$ cat config.mk
export PLATFORM = sky130hd
export DESIGN_NAME = rx_pause_termination
export DESIGN_NICKNAME = d
export VERILOG_FILES = /design/src/rtl/rx_pause_pkg.sv /design/src/rtl/rx_pause_termination.sv
export SDC_FILE = /design/constraint.sdc
export NUM_CORES = 2
export LEC_CHECK = 0
export CAP_MARGIN = 25
export CORE_ASPECT_RATIO = 1.4
export CORE_MARGIN = 2
export CORE_UTILIZATION = 35
export DETAILED_ROUTE_END_ITERATION = 7
export DONT_BUFFER_PORTS = 1
export SYNTH_ARGS = -nofsm -noshare
export SYNTH_HDL_FRONTEND = slang
export SYNTH_SLANG_ARGS = --single-unit
export TNS_END_PERCENT = 30
$ cat constraint.sdc
create_clock -name clk_i -period 9.25 [get_ports clk_i]
set_input_delay 0.4625 -clock clk_i [delete_from_list [all_inputs] [get_ports clk_i]]
set_output_delay 0.4625 -clock clk_i [all_outputs]
set_load 0.05 [all_outputs]
$ cat src/rtl/rx_pause_pkg.sv
// constants, register map and carrier types for receive pause termination
package rx_pause_pkg;

  // fixed global pause destination address
  localparam logic [47:0] GLOBAL_PAUSE_DA = 48'h0180C2000001;

  // cycles after a dropped request before an unreturned ack is given up
  localparam int FINISH_CYCLES = 32;
  localparam logic [5:0] FIN_CNT_LAST = 6'(FINISH_CYCLES - 1);

  // pause timer falls by one quanta per clock cycle
  localparam logic [15:0] QUANTA_PER_CYCLE = 16'h0001;

  // class-bus layout: global pause on the top bit
  localparam int NUM_CLASSES = 9;
  localparam int GLOBAL_BIT = 8;

  // register byte offsets
  localparam logic [7:0] CTRL_OFS = 8'h00;
  localparam logic [7:0] PAUSE_EN_OFS = 8'h04;
  localparam logic [7:0] UCAST_LO_OFS = 8'h08;
  localparam logic [7:0] UCAST_HI_OFS = 8'h0C;
  localparam logic [7:0] MCAST_LO_OFS = 8'h10;
  localparam logic [7:0] MCAST_HI_OFS = 8'h14;
  localparam logic [7:0] SRC_LO_OFS = 8'h18;
  localparam logic [7:0] SRC_HI_OFS = 8'h1C;
  localparam logic [7:0] ETYPE_CTL_OFS = 8'h20;
  localparam logic [7:0] ETYPE_PAUSE_OFS = 8'h24;
  localparam logic [7:0] OPC_GCTL_OFS = 8'h28;
  localparam logic [7:0] OPC_PCTL_OFS = 8'h2C;
  localparam logic [7:0] OPC_PAUSE_OFS = 8'h30;
  localparam logic [7:0] STATUS_OFS = 8'h34;

  // control register fields; each check group is four bits wide,
  // one per class in the order below
  localparam int CTRL_FWD_BIT = 0;
  localparam int CTRL_ACKCHK_BIT = 1;
  localparam int CTRL_EN_LSB = 2;
  localparam int CTRL_UC_LSB = 6;
  localparam int CTRL_MC_LSB = 10;
  localparam int CTRL_SA_LSB = 14;
  localparam int CTRL_ET_LSB = 18;
  localparam int CTRL_OP_LSB = 22;
  localparam int CLS_GCTL = 0;
  localparam int CLS_PCTL = 1;
  localparam int CLS_GPAUSE = 2;
  localparam int CLS_PPAUSE = 3;
  localparam int STATUS_BUSY_LSB = 9;

  // reset values
  localparam logic [31:0] CTRL_RST = 32'h0000003C;
  localparam logic [8:0] PAUSE_EN_RST = 9'h1FF;

  // parsed header of one received frame
  typedef struct packed {
    logic [47:0] da;
    logic [47:0] sa;
    logic [15:0] etype;
    logic [15:0] opcode;
    logic [7:0] cev;
    logic [7:0][15:0] quanta;
  } rx_hdr_t;

  // per-class handshake steps
  typedef enum logic [3:0] {
    PS_IDLE = 4'b0001,
    PS_WAIT_ACK = 4'b0010,
    PS_COUNT = 4'b0100,
    PS_FINISH = 4'b1000
  } pause_state_t;

  typedef struct packed {
    pause_state_t st;
    logic [15:0] timer;
    logic [5:0] fin_cnt;
    logic req;
  } pause_class_t;

  // whole state of the block
  typedef struct packed {
    logic [31:0] ctrl;
    logic [8:0] pause_en;
    logic [47:0] ucast;
    logic [47:0] mcast;
    logic [47:0] src;
    logic [31:0] etype_ctl;
    logic [31:0] etype_pause;
    logic [31:0] opc_gctl;
    logic [31:0] opc_pctl;
    logic [31:0] opc_pause;
    logic ack;
    logic [31:0] rdat;
    logic ctl_pulse;
    logic fwd_pulse;
    logic drop_pulse;
    logic gpause_pulse;
    logic ppause_pulse;
    pause_class_t [8:0] cls;
  } pause_top_t;

endpackage : rx_pause_pkg

$ cat src/rtl/rx_pause_termination.sv
// receive pause frame classification and per-class pause handshake
//
// The address map and register access over Wishbone were chosen for this implementation.
`timescale 1ns/1ps

module rx_pause_termination
  import rx_pause_pkg::*;
(
  // clock and reset
  input wire logic clk_i,
  input wire logic rst_i,
  // wishbone slave
  input wire logic wb_cyc_i,
  input wire logic wb_stb_i,
  input wire logic wb_we_i,
  input wire logic [7:0] wb_adr_i,
  input wire logic [3:0] wb_sel_i,
  input wire logic [31:0] wb_dat_i,
  output logic [31:0] wb_dat_o,
  output logic wb_ack_o,
  // parsed frame header, one-cycle strobe
  input wire logic hdr_valid_i,
  input wire rx_hdr_t hdr_i,
  // frame verdicts, one-cycle pulses
  output logic ctl_frame_o,
  output logic ctl_fwd_o,
  output logic ctl_drop_o,
  output logic gpause_o,
  output logic ppause_o,
  // pause handshake with user logic
  output logic [8:0] pause_req_o,
  input wire logic [8:0] pause_ack_i
);

  pause_top_t s_reg;
  pause_top_t s_next;

  logic fwd_on;
  logic ack_chk;
  logic [3:0] cls_en;
  logic [3:0] uc_on;
  logic [3:0] mc_on;
  logic [3:0] sa_on;
  logic [3:0] et_on;
  logic [3:0] op_on;
  logic da_uc;
  logic da_gmc;
  logic da_pmc;
  logic sa_eq;
  logic da_match_gctl;
  logic da_match_pctl;
  logic da_match_gpause;
  logic da_match_ppause;
  logic [3:0] sa_match;
  logic [3:0] et_match;
  logic [3:0] op_match;
  logic gctl_hit;
  logic pctl_hit;
  logic ctl_hit;
  logic gpause_hit;
  logic ppause_hit;
  logic [8:0] pause_hit;
  logic [8:0][15:0] pause_q;
  logic [8:0] req_vec;
  logic [8:0] busy_vec;
  logic [7:0] word_adr;

  // control fields
  assign fwd_on = s_reg.ctrl[CTRL_FWD_BIT];
  assign ack_chk = s_reg.ctrl[CTRL_ACKCHK_BIT];
  assign cls_en = s_reg.ctrl[CTRL_EN_LSB +: 4];
  assign uc_on = s_reg.ctrl[CTRL_UC_LSB +: 4];
  assign mc_on = s_reg.ctrl[CTRL_MC_LSB +: 4];
  assign sa_on = s_reg.ctrl[CTRL_SA_LSB +: 4];
  assign et_on = s_reg.ctrl[CTRL_ET_LSB +: 4];
  assign op_on = s_reg.ctrl[CTRL_OP_LSB +: 4];
  assign word_adr = {wb_adr_i[7:2], 2'b00};

  // address comparisons shared by the classes; unicast and source by all four
  assign da_uc = (hdr_i.da == s_reg.ucast);
  assign da_gmc = (hdr_i.da == GLOBAL_PAUSE_DA);
  assign da_pmc = (hdr_i.da == s_reg.mcast);
  assign sa_eq = (hdr_i.sa == s_reg.src);

  // destination address tests per class
  assign da_match_gctl = (!mc_on[CLS_GCTL] && !uc_on[CLS_GCTL]) ||
    (da_uc && uc_on[CLS_GCTL]) || (da_gmc && mc_on[CLS_GCTL]);
  assign da_match_pctl = (!mc_on[CLS_PCTL] && !uc_on[CLS_PCTL]) ||
    (da_uc && uc_on[CLS_PCTL]) || (da_pmc && mc_on[CLS_PCTL]);
  assign da_match_gpause = (!mc_on[CLS_GPAUSE] && !uc_on[CLS_GPAUSE]) ||
    (da_uc && uc_on[CLS_GPAUSE]) || (da_gmc && mc_on[CLS_GPAUSE]);
  // the and-joined first term can never be true with the unicast term
  assign da_match_ppause = ((!mc_on[CLS_PPAUSE] && !uc_on[CLS_PPAUSE]) &&
    (da_uc && uc_on[CLS_PPAUSE])) || (da_pmc && mc_on[CLS_PPAUSE]);

  // source, ethertype and opcode tests per class
  always_comb begin
    for (int c = 0; c < 4; c++) begin
      sa_match[c] = !sa_on[c] || sa_eq;
    end
    et_match[CLS_GCTL] = !et_on[CLS_GCTL] ||
      (hdr_i.etype == s_reg.etype_ctl[15:0]);
    et_match[CLS_PCTL] = !et_on[CLS_PCTL] ||
      (hdr_i.etype == s_reg.etype_ctl[31:16]);
    et_match[CLS_GPAUSE] = !et_on[CLS_GPAUSE] ||
      (hdr_i.etype == s_reg.etype_pause[15:0]);
    et_match[CLS_PPAUSE] = !et_on[CLS_PPAUSE] ||
      (hdr_i.etype == s_reg.etype_pause[31:16]);
    op_match[CLS_GCTL] = !op_on[CLS_GCTL] ||
      ((hdr_i.opcode >= s_reg.opc_gctl[15:0]) &&
       (hdr_i.opcode <= s_reg.opc_gctl[31:16]));
    op_match[CLS_PCTL] = !op_on[CLS_PCTL] ||
      ((hdr_i.opcode >= s_reg.opc_pctl[15:0]) &&
       (hdr_i.opcode <= s_reg.opc_pctl[31:16]));
    op_match[CLS_GPAUSE] = !op_on[CLS_GPAUSE] ||
      (hdr_i.opcode == s_reg.opc_pause[15:0]);
    op_match[CLS_PPAUSE] = !op_on[CLS_PPAUSE] ||
      (hdr_i.opcode == s_reg.opc_pause[31:16]);
  end

  // frame classification in three ordered steps
  assign gctl_hit = da_match_gctl && sa_match[CLS_GCTL] &&
    et_match[CLS_GCTL] && op_match[CLS_GCTL] && cls_en[CLS_GCTL];
  assign pctl_hit = da_match_pctl && sa_match[CLS_PCTL] &&
    et_match[CLS_PCTL] && op_match[CLS_PCTL] && cls_en[CLS_PCTL];
  assign ctl_hit = hdr_valid_i && (gctl_hit || pctl_hit);
  assign gpause_hit = ctl_hit && da_match_gpause &&
    sa_match[CLS_GPAUSE] && et_match[CLS_GPAUSE] &&
    op_match[CLS_GPAUSE] && cls_en[CLS_GPAUSE];
  assign ppause_hit = ctl_hit && !gpause_hit && da_match_ppause &&
    sa_match[CLS_PPAUSE] && et_match[CLS_PPAUSE] &&
    op_match[CLS_PPAUSE] && cls_en[CLS_PPAUSE];

  // route pause hits and quanta onto the nine classes
  always_comb begin
    for (int k = 0; k < GLOBAL_BIT; k++) begin
      pause_hit[k] = ppause_hit && hdr_i.cev[k];
      pause_q[k] = hdr_i.quanta[k];
    end
    pause_hit[GLOBAL_BIT] = gpause_hit;
    pause_q[GLOBAL_BIT] = hdr_i.quanta[0];
  end

  // status vectors gathered from the class machines
  always_comb begin
    for (int k = 0; k < NUM_CLASSES; k++) begin
      req_vec[k] = s_reg.cls[k].req;
      busy_vec[k] = (s_reg.cls[k].st != PS_IDLE);
    end
  end

  // byte-lane merge for register writes
  function automatic logic [31:0] wmerge(input logic [31:0] old,
                                         input logic [31:0] d,
                                         input logic [3:0] sel);
    logic [31:0] r;
    r = old;
    for (int b = 0; b < 4; b++) begin
      if (sel[b]) begin
        r[8*b +: 8] = d[8*b +: 8];
      end
    end
    return r;
  endfunction : wmerge

  // next state: bus, verdict pulses and the class machines
  always_comb begin
    logic [31:0] wv;
    wv = 32'h00000000;
    s_next = s_reg;
    // wishbone: ack one cycle after the request, write on the acked edge
    s_next.ack = wb_cyc_i && wb_stb_i && !s_reg.ack;
    s_next.rdat = 32'h00000000;
    if (wb_cyc_i && wb_stb_i && !s_reg.ack && !wb_we_i) begin
      unique case (word_adr)
        CTRL_OFS: s_next.rdat = s_reg.ctrl;
        PAUSE_EN_OFS: s_next.rdat = {23'h000000, s_reg.pause_en};
        UCAST_LO_OFS: s_next.rdat = s_reg.ucast[31:0];
        UCAST_HI_OFS: s_next.rdat = {16'h0000, s_reg.ucast[47:32]};
        MCAST_LO_OFS: s_next.rdat = s_reg.mcast[31:0];
        MCAST_HI_OFS: s_next.rdat = {16'h0000, s_reg.mcast[47:32]};
        SRC_LO_OFS: s_next.rdat = s_reg.src[31:0];
        SRC_HI_OFS: s_next.rdat = {16'h0000, s_reg.src[47:32]};
        ETYPE_CTL_OFS: s_next.rdat = s_reg.etype_ctl;
        ETYPE_PAUSE_OFS: s_next.rdat = s_reg.etype_pause;
        OPC_GCTL_OFS: s_next.rdat = s_reg.opc_gctl;
        OPC_PCTL_OFS: s_next.rdat = s_reg.opc_pctl;
        OPC_PAUSE_OFS: s_next.rdat = s_reg.opc_pause;
        STATUS_OFS: s_next.rdat = {14'h0000, busy_vec, req_vec};
        default: s_next.rdat = 32'h00000000;
      endcase
    end
    if (wb_cyc_i && wb_stb_i && wb_we_i && s_reg.ack) begin
      unique case (word_adr)
        CTRL_OFS: s_next.ctrl = wmerge(s_reg.ctrl, wb_dat_i, wb_sel_i);
        PAUSE_EN_OFS: begin
          wv = wmerge({23'h000000, s_reg.pause_en}, wb_dat_i, wb_sel_i);
          s_next.pause_en = wv[8:0];
        end
        UCAST_LO_OFS: s_next.ucast[31:0] =
          wmerge(s_reg.ucast[31:0], wb_dat_i, wb_sel_i);
        UCAST_HI_OFS: begin
          wv = wmerge({16'h0000, s_reg.ucast[47:32]}, wb_dat_i, wb_sel_i);
          s_next.ucast[47:32] = wv[15:0];
        end
        MCAST_LO_OFS: s_next.mcast[31:0] =
          wmerge(s_reg.mcast[31:0], wb_dat_i, wb_sel_i);
        MCAST_HI_OFS: begin
          wv = wmerge({16'h0000, s_reg.mcast[47:32]}, wb_dat_i, wb_sel_i);
          s_next.mcast[47:32] = wv[15:0];
        end
        SRC_LO_OFS: s_next.src[31:0] =
          wmerge(s_reg.src[31:0], wb_dat_i, wb_sel_i);
        SRC_HI_OFS: begin
          wv = wmerge({16'h0000, s_reg.src[47:32]}, wb_dat_i, wb_sel_i);
          s_next.src[47:32] = wv[15:0];
        end
        ETYPE_CTL_OFS: s_next.etype_ctl =
          wmerge(s_reg.etype_ctl, wb_dat_i, wb_sel_i);
        ETYPE_PAUSE_OFS: s_next.etype_pause =
          wmerge(s_reg.etype_pause, wb_dat_i, wb_sel_i);
        OPC_GCTL_OFS: s_next.opc_gctl =
          wmerge(s_reg.opc_gctl, wb_dat_i, wb_sel_i);
        OPC_PCTL_OFS: s_next.opc_pctl =
          wmerge(s_reg.opc_pctl, wb_dat_i, wb_sel_i);
        OPC_PAUSE_OFS: s_next.opc_pause =
          wmerge(s_reg.opc_pause, wb_dat_i, wb_sel_i);
        default: s_next.ctrl = s_reg.ctrl; // read-only or unmapped
      endcase
    end
    // verdict pulses, registered one cycle after the header strobe
    s_next.ctl_pulse = ctl_hit;
    s_next.fwd_pulse = ctl_hit && fwd_on;
    s_next.drop_pulse = ctl_hit && !fwd_on;
    s_next.gpause_pulse = gpause_hit;
    s_next.ppause_pulse = ppause_hit;
    // one independent handshake machine per class
    for (int k = 0; k < NUM_CLASSES; k++) begin
      unique case (s_reg.cls[k].st)
        PS_IDLE: begin
          if (pause_hit[k] && s_reg.pause_en[k]) begin
            s_next.cls[k].req = 1'b1;
            s_next.cls[k].timer = pause_q[k];
            s_next.cls[k].st = ack_chk ? PS_WAIT_ACK : PS_COUNT;
          end
        end
        PS_WAIT_ACK: begin
          // enable is not looked at past idle
          if (pause_hit[k]) begin
            s_next.cls[k].timer = pause_q[k];
          end
          if (!ack_chk || pause_ack_i[k]) begin
            s_next.cls[k].st = PS_COUNT;
          end
        end
        PS_COUNT: begin
          if (pause_hit[k]) begin
            s_next.cls[k].timer = pause_q[k];
          end else if (s_reg.cls[k].timer == 16'h0000) begin
            s_next.cls[k].req = 1'b0;
            s_next.cls[k].fin_cnt = 6'h00;
            s_next.cls[k].st = ack_chk ? PS_FINISH : PS_IDLE;
          end else begin
            s_next.cls[k].timer =
              s_reg.cls[k].timer - QUANTA_PER_CYCLE;
          end
        end
        PS_FINISH: begin
          if (pause_hit[k]) begin
            s_next.cls[k].timer = pause_q[k];
          end
          if (!pause_ack_i[k] || s_reg.cls[k].fin_cnt == FIN_CNT_LAST) begin
            s_next.cls[k].st = PS_IDLE;
          end else begin
            s_next.cls[k].fin_cnt = s_reg.cls[k].fin_cnt + 6'h01;
          end
        end
        default: s_next.cls[k].st = PS_IDLE;
      endcase
    end
  end

  // state register
  always_ff @(posedge clk_i) begin
    if (rst_i) begin
      s_reg <= '0;
      s_reg.ctrl <= CTRL_RST;
      s_reg.pause_en <= PAUSE_EN_RST;
      for (int k = 0; k < NUM_CLASSES; k++) begin
        s_reg.cls[k].st <= PS_IDLE;
      end
    end else begin
      s_reg <= s_next;
    end
  end

  // outputs straight from the state flip-flops
  assign wb_ack_o = s_reg.ack;
  assign wb_dat_o = s_reg.rdat;
  assign ctl_frame_o = s_reg.ctl_pulse;
  assign ctl_fwd_o = s_reg.fwd_pulse;
  assign ctl_drop_o = s_reg.drop_pulse;
  assign gpause_o = s_reg.gpause_pulse;
  assign ppause_o = s_reg.ppause_pulse;
  assign pause_req_o = req_vec;

  // checks on each class machine
  for (genvar g = 0; g < NUM_CLASSES; g++) begin : g_chk

  end
endmodule : rx_pause_termination

==> metrics.txt <==
Synthesis Warnings=0; cell taking the most area after synthesis=dfxtp_1; Distinct cells, synth=slightly below 90; total number of vias=33900; status=finished clean; Reg clk slew, reported paths=about 0.06 ns; clock tree buffer depth=3; setup violators final=0; RSZ-0062 raised after global routing=no; vias per cell=around 5.9; Reg2Reg Setup Slack=4.02 ns; fin area=39100 um^2; Crit path largest cell delay=~0.70 ns; worst slew pin tran=between 1 and 1.5 ns; CTS Buf Count=a little over 70; CP Launch Type=register; Starting Density=0.354; CP max stage cell=a221o_1; critical-path cell list=xnor2_1, nand4_1, nor4_1, nand3_1, a221o_1, and3b_1, buf_4, inv_1, nor3_1, o21ai_2, nand2b_1, o32ai_1; die width=269 um; Synth Net Count=between 4000 and 5000; VDD IR max=approximately 0.00016 V; Placed Area=35000 um^2; CTS Root Cell=clkbuf_16; Port Buffers=0; top-area cell type share of the netlist area=0.365; initial antenna violation count=29; hold path depth=2; flops & latches, synth=roughly 630; H-tree depth=3; IO Count=370; asr flop ratio synth=0; WL/cell=25.2 um; Max Cap Viol=0; crit path kind=register to register; DRC viols=0; Core Rows=~140; CP Capture Type=register; fmax=approximately 0.19 GHz; die area=a little over 100000 um^2; GRT Total Usage=0.281; number of synthesized flops with an enable pin=0; final core occ=0.403; P&R area growth vs syn=13.9%; largest net degree at the start of global routing=~280; Final Cycle Share=0.565; first-pass GRT wire length=210000 um; number of clock sinks=roughly 630; placed wire-length estimate=106000 um; Hold Crit Start=hdr_i[30]; Post-CTS Setup Bufs=0; final-report max-slew violation count=0; CTS tree=done; max reg flops=roughly 560; worst reg2reg endpoint=s_reg[97]$_SDFFE_PP0P_; Final Total Pwr=0.00647 W; dominant synthesized flop cell=dfxtp_1; Hold Crit Endpoint=s_reg[48]$_SDFFE_PP0P_; leakage=about 13 nW; Worst EP arrival=roughly 5.8 ns; Worst Path Required=9.78 ns; Pre-Repair DR Iteration Count=7; Synth area leaders=dfxtp_1 37%, nand2_1 10%, a21oi_1 7.9%, xnor2_1 3.7%, xor2_1 3.4%; total grt overflow=0; later-pin clock latency in the skew report=about 0.70 ns; global placement routability congestion=0.985; core footprint=between 90000 and 100000 um^2; CTS resizes=0; pwr dens=165 nW/um^2; Mapped Cells=between 4000 and 5000; Die Span Y=375 um; crit-path max FO=19; Mapped Area=between 30000 and 40000 um^2; Hold-fix buffers, CTS=135; vias in the first global route=between 30000 and 40000; ANT nets after route=0; register area share after synthesis=0.365; WL final=146000 um; R2R depth=12; layout cells sized above 1=0.0512; fin crit period=between 5 and 6 ns; Min-Delay Path Class=input pin to register; Clock Skews=between 0.04 and 0.05 ns; relative slew slack=0.0213; 1st-iter DRT viols=3745; R2R Path Start=s_reg[461]$_SDFFE_PP0P_; setup_tns=0 ns; # nets final=4825; Avg Cell Area, Syn=7.71 um^2; Fin. Hold Viols=0
## final cells by class
class                      instances  area (um^2)
fill                            9881        57900
inverter                         229          861
clock inverter                    37          633
multi-input combinational       3321        19700
tap                             1301         1630
antenna                           14         35.0
clock buffer                      92         1980
sequential                       626        12500
timing repair buffer             170         1690
## worst max-delay path by stage
stage,from,cells past startpoint,slack (ns),end
after CTS,s_reg[471]$_SDFFE_PP0P_,12,4.16,s_reg[170]$_SDFFE_PP0P_
after global placement,hdr_i[217],12,4.04,s_reg[102]$_SDFFE_PP0P_
after global routing,s_reg[568]$_SDFFE_PP0P_,12,3.91,s_reg[170]$_SDFFE_PP0P_
after floorplan,hdr_i[157],12,5.93,s_reg[61]$_SDFFE_PP0P_
after detailed placement,hdr_i[240],12,4.04,s_reg[170]$_SDFFE_PP0P_
final,s_reg[461]$_SDFFE_PP0P_,12,4.02,s_reg[97]$_SDFFE_PP0P_
## synthesized netlist by cell type, types with 86 or more instances
cell type,instances
a21oi_1,542
a22oi_1,86
clkbuf_1,177
dfxtp_1,626
inv_1,229
mux2i_1,111
nand2_1,927
nand4_1,92
nor2_1,254
o21ai_0,95
o32ai_1,98
xnor2_1,144
xor2_1,133
## through the flow
step           setup WS, ns  std cells  hold WS (ns)
3_5_place_dp           4.04       5508         0.447
2_1_floorplan          5.93       4455         0.421
3_3_place_gp           4.04       5506         0.442
5_1_grt                3.91       5781        0.0323
6_report               4.02       5790        0.0325
4_1_cts                4.16       5772       0.00136
## routing by layer
metal  part of all wire  vias to the layer above  GRT usage
met5             0.0010                        -          0
met1               0.37                    16100      0.329
li1                   -                    15700          -
met4              0.075                       24      0.184
met2               0.43                     1740      0.431
met3               0.12                      447     0.0990
## cell families after synthesis
logic type / share of synthesized area
mux: 0.0363
fa+ha+maj: 0.0299
flops: 0.365
simple gates: 0.227
compound gates: 0.209
xor+xnor: 0.0707
buf+inv: 0.0621
## cells in the final DEF, fill, tap and decap left out, types with 85 or more instances in the layout
cell type      instances
nand2_1              927
dfxtp_1              626
a21oi_1              542
nor2_1               247
inv_1                228
xnor2_1              144
xor2_1               133
dlygate4sd3_1        133
mux2i_1              111
o32ai_1               98
o21ai_0               95
nand4_1               92
a22oi_1               85
## critical path, delay by kind of cell, from the launching register on
| kind | cells | cell delay (ns) |
|---|---|---|
| and+or+nand+nor | 6 | 2.01 |
| AOI/OAI and AO/OA | 3 | 1.57 |
| xor gates and xnor gates | 1 | 0.59 |
| buffers and inverters | 2 | 0.56 |
| DFF | 1 | 0.33 |
## power breakdown
group | switching, W | internal (W) | leakage, nW
Combinational | 0.000312 | 0.000197 | 6.67
Sequential | 0.0000328 | 0.00272 | 5.05
Clock | 0.00131 | 0.00190 | 1.27
No activity file was read; power rests on OpenSTA's default activity.
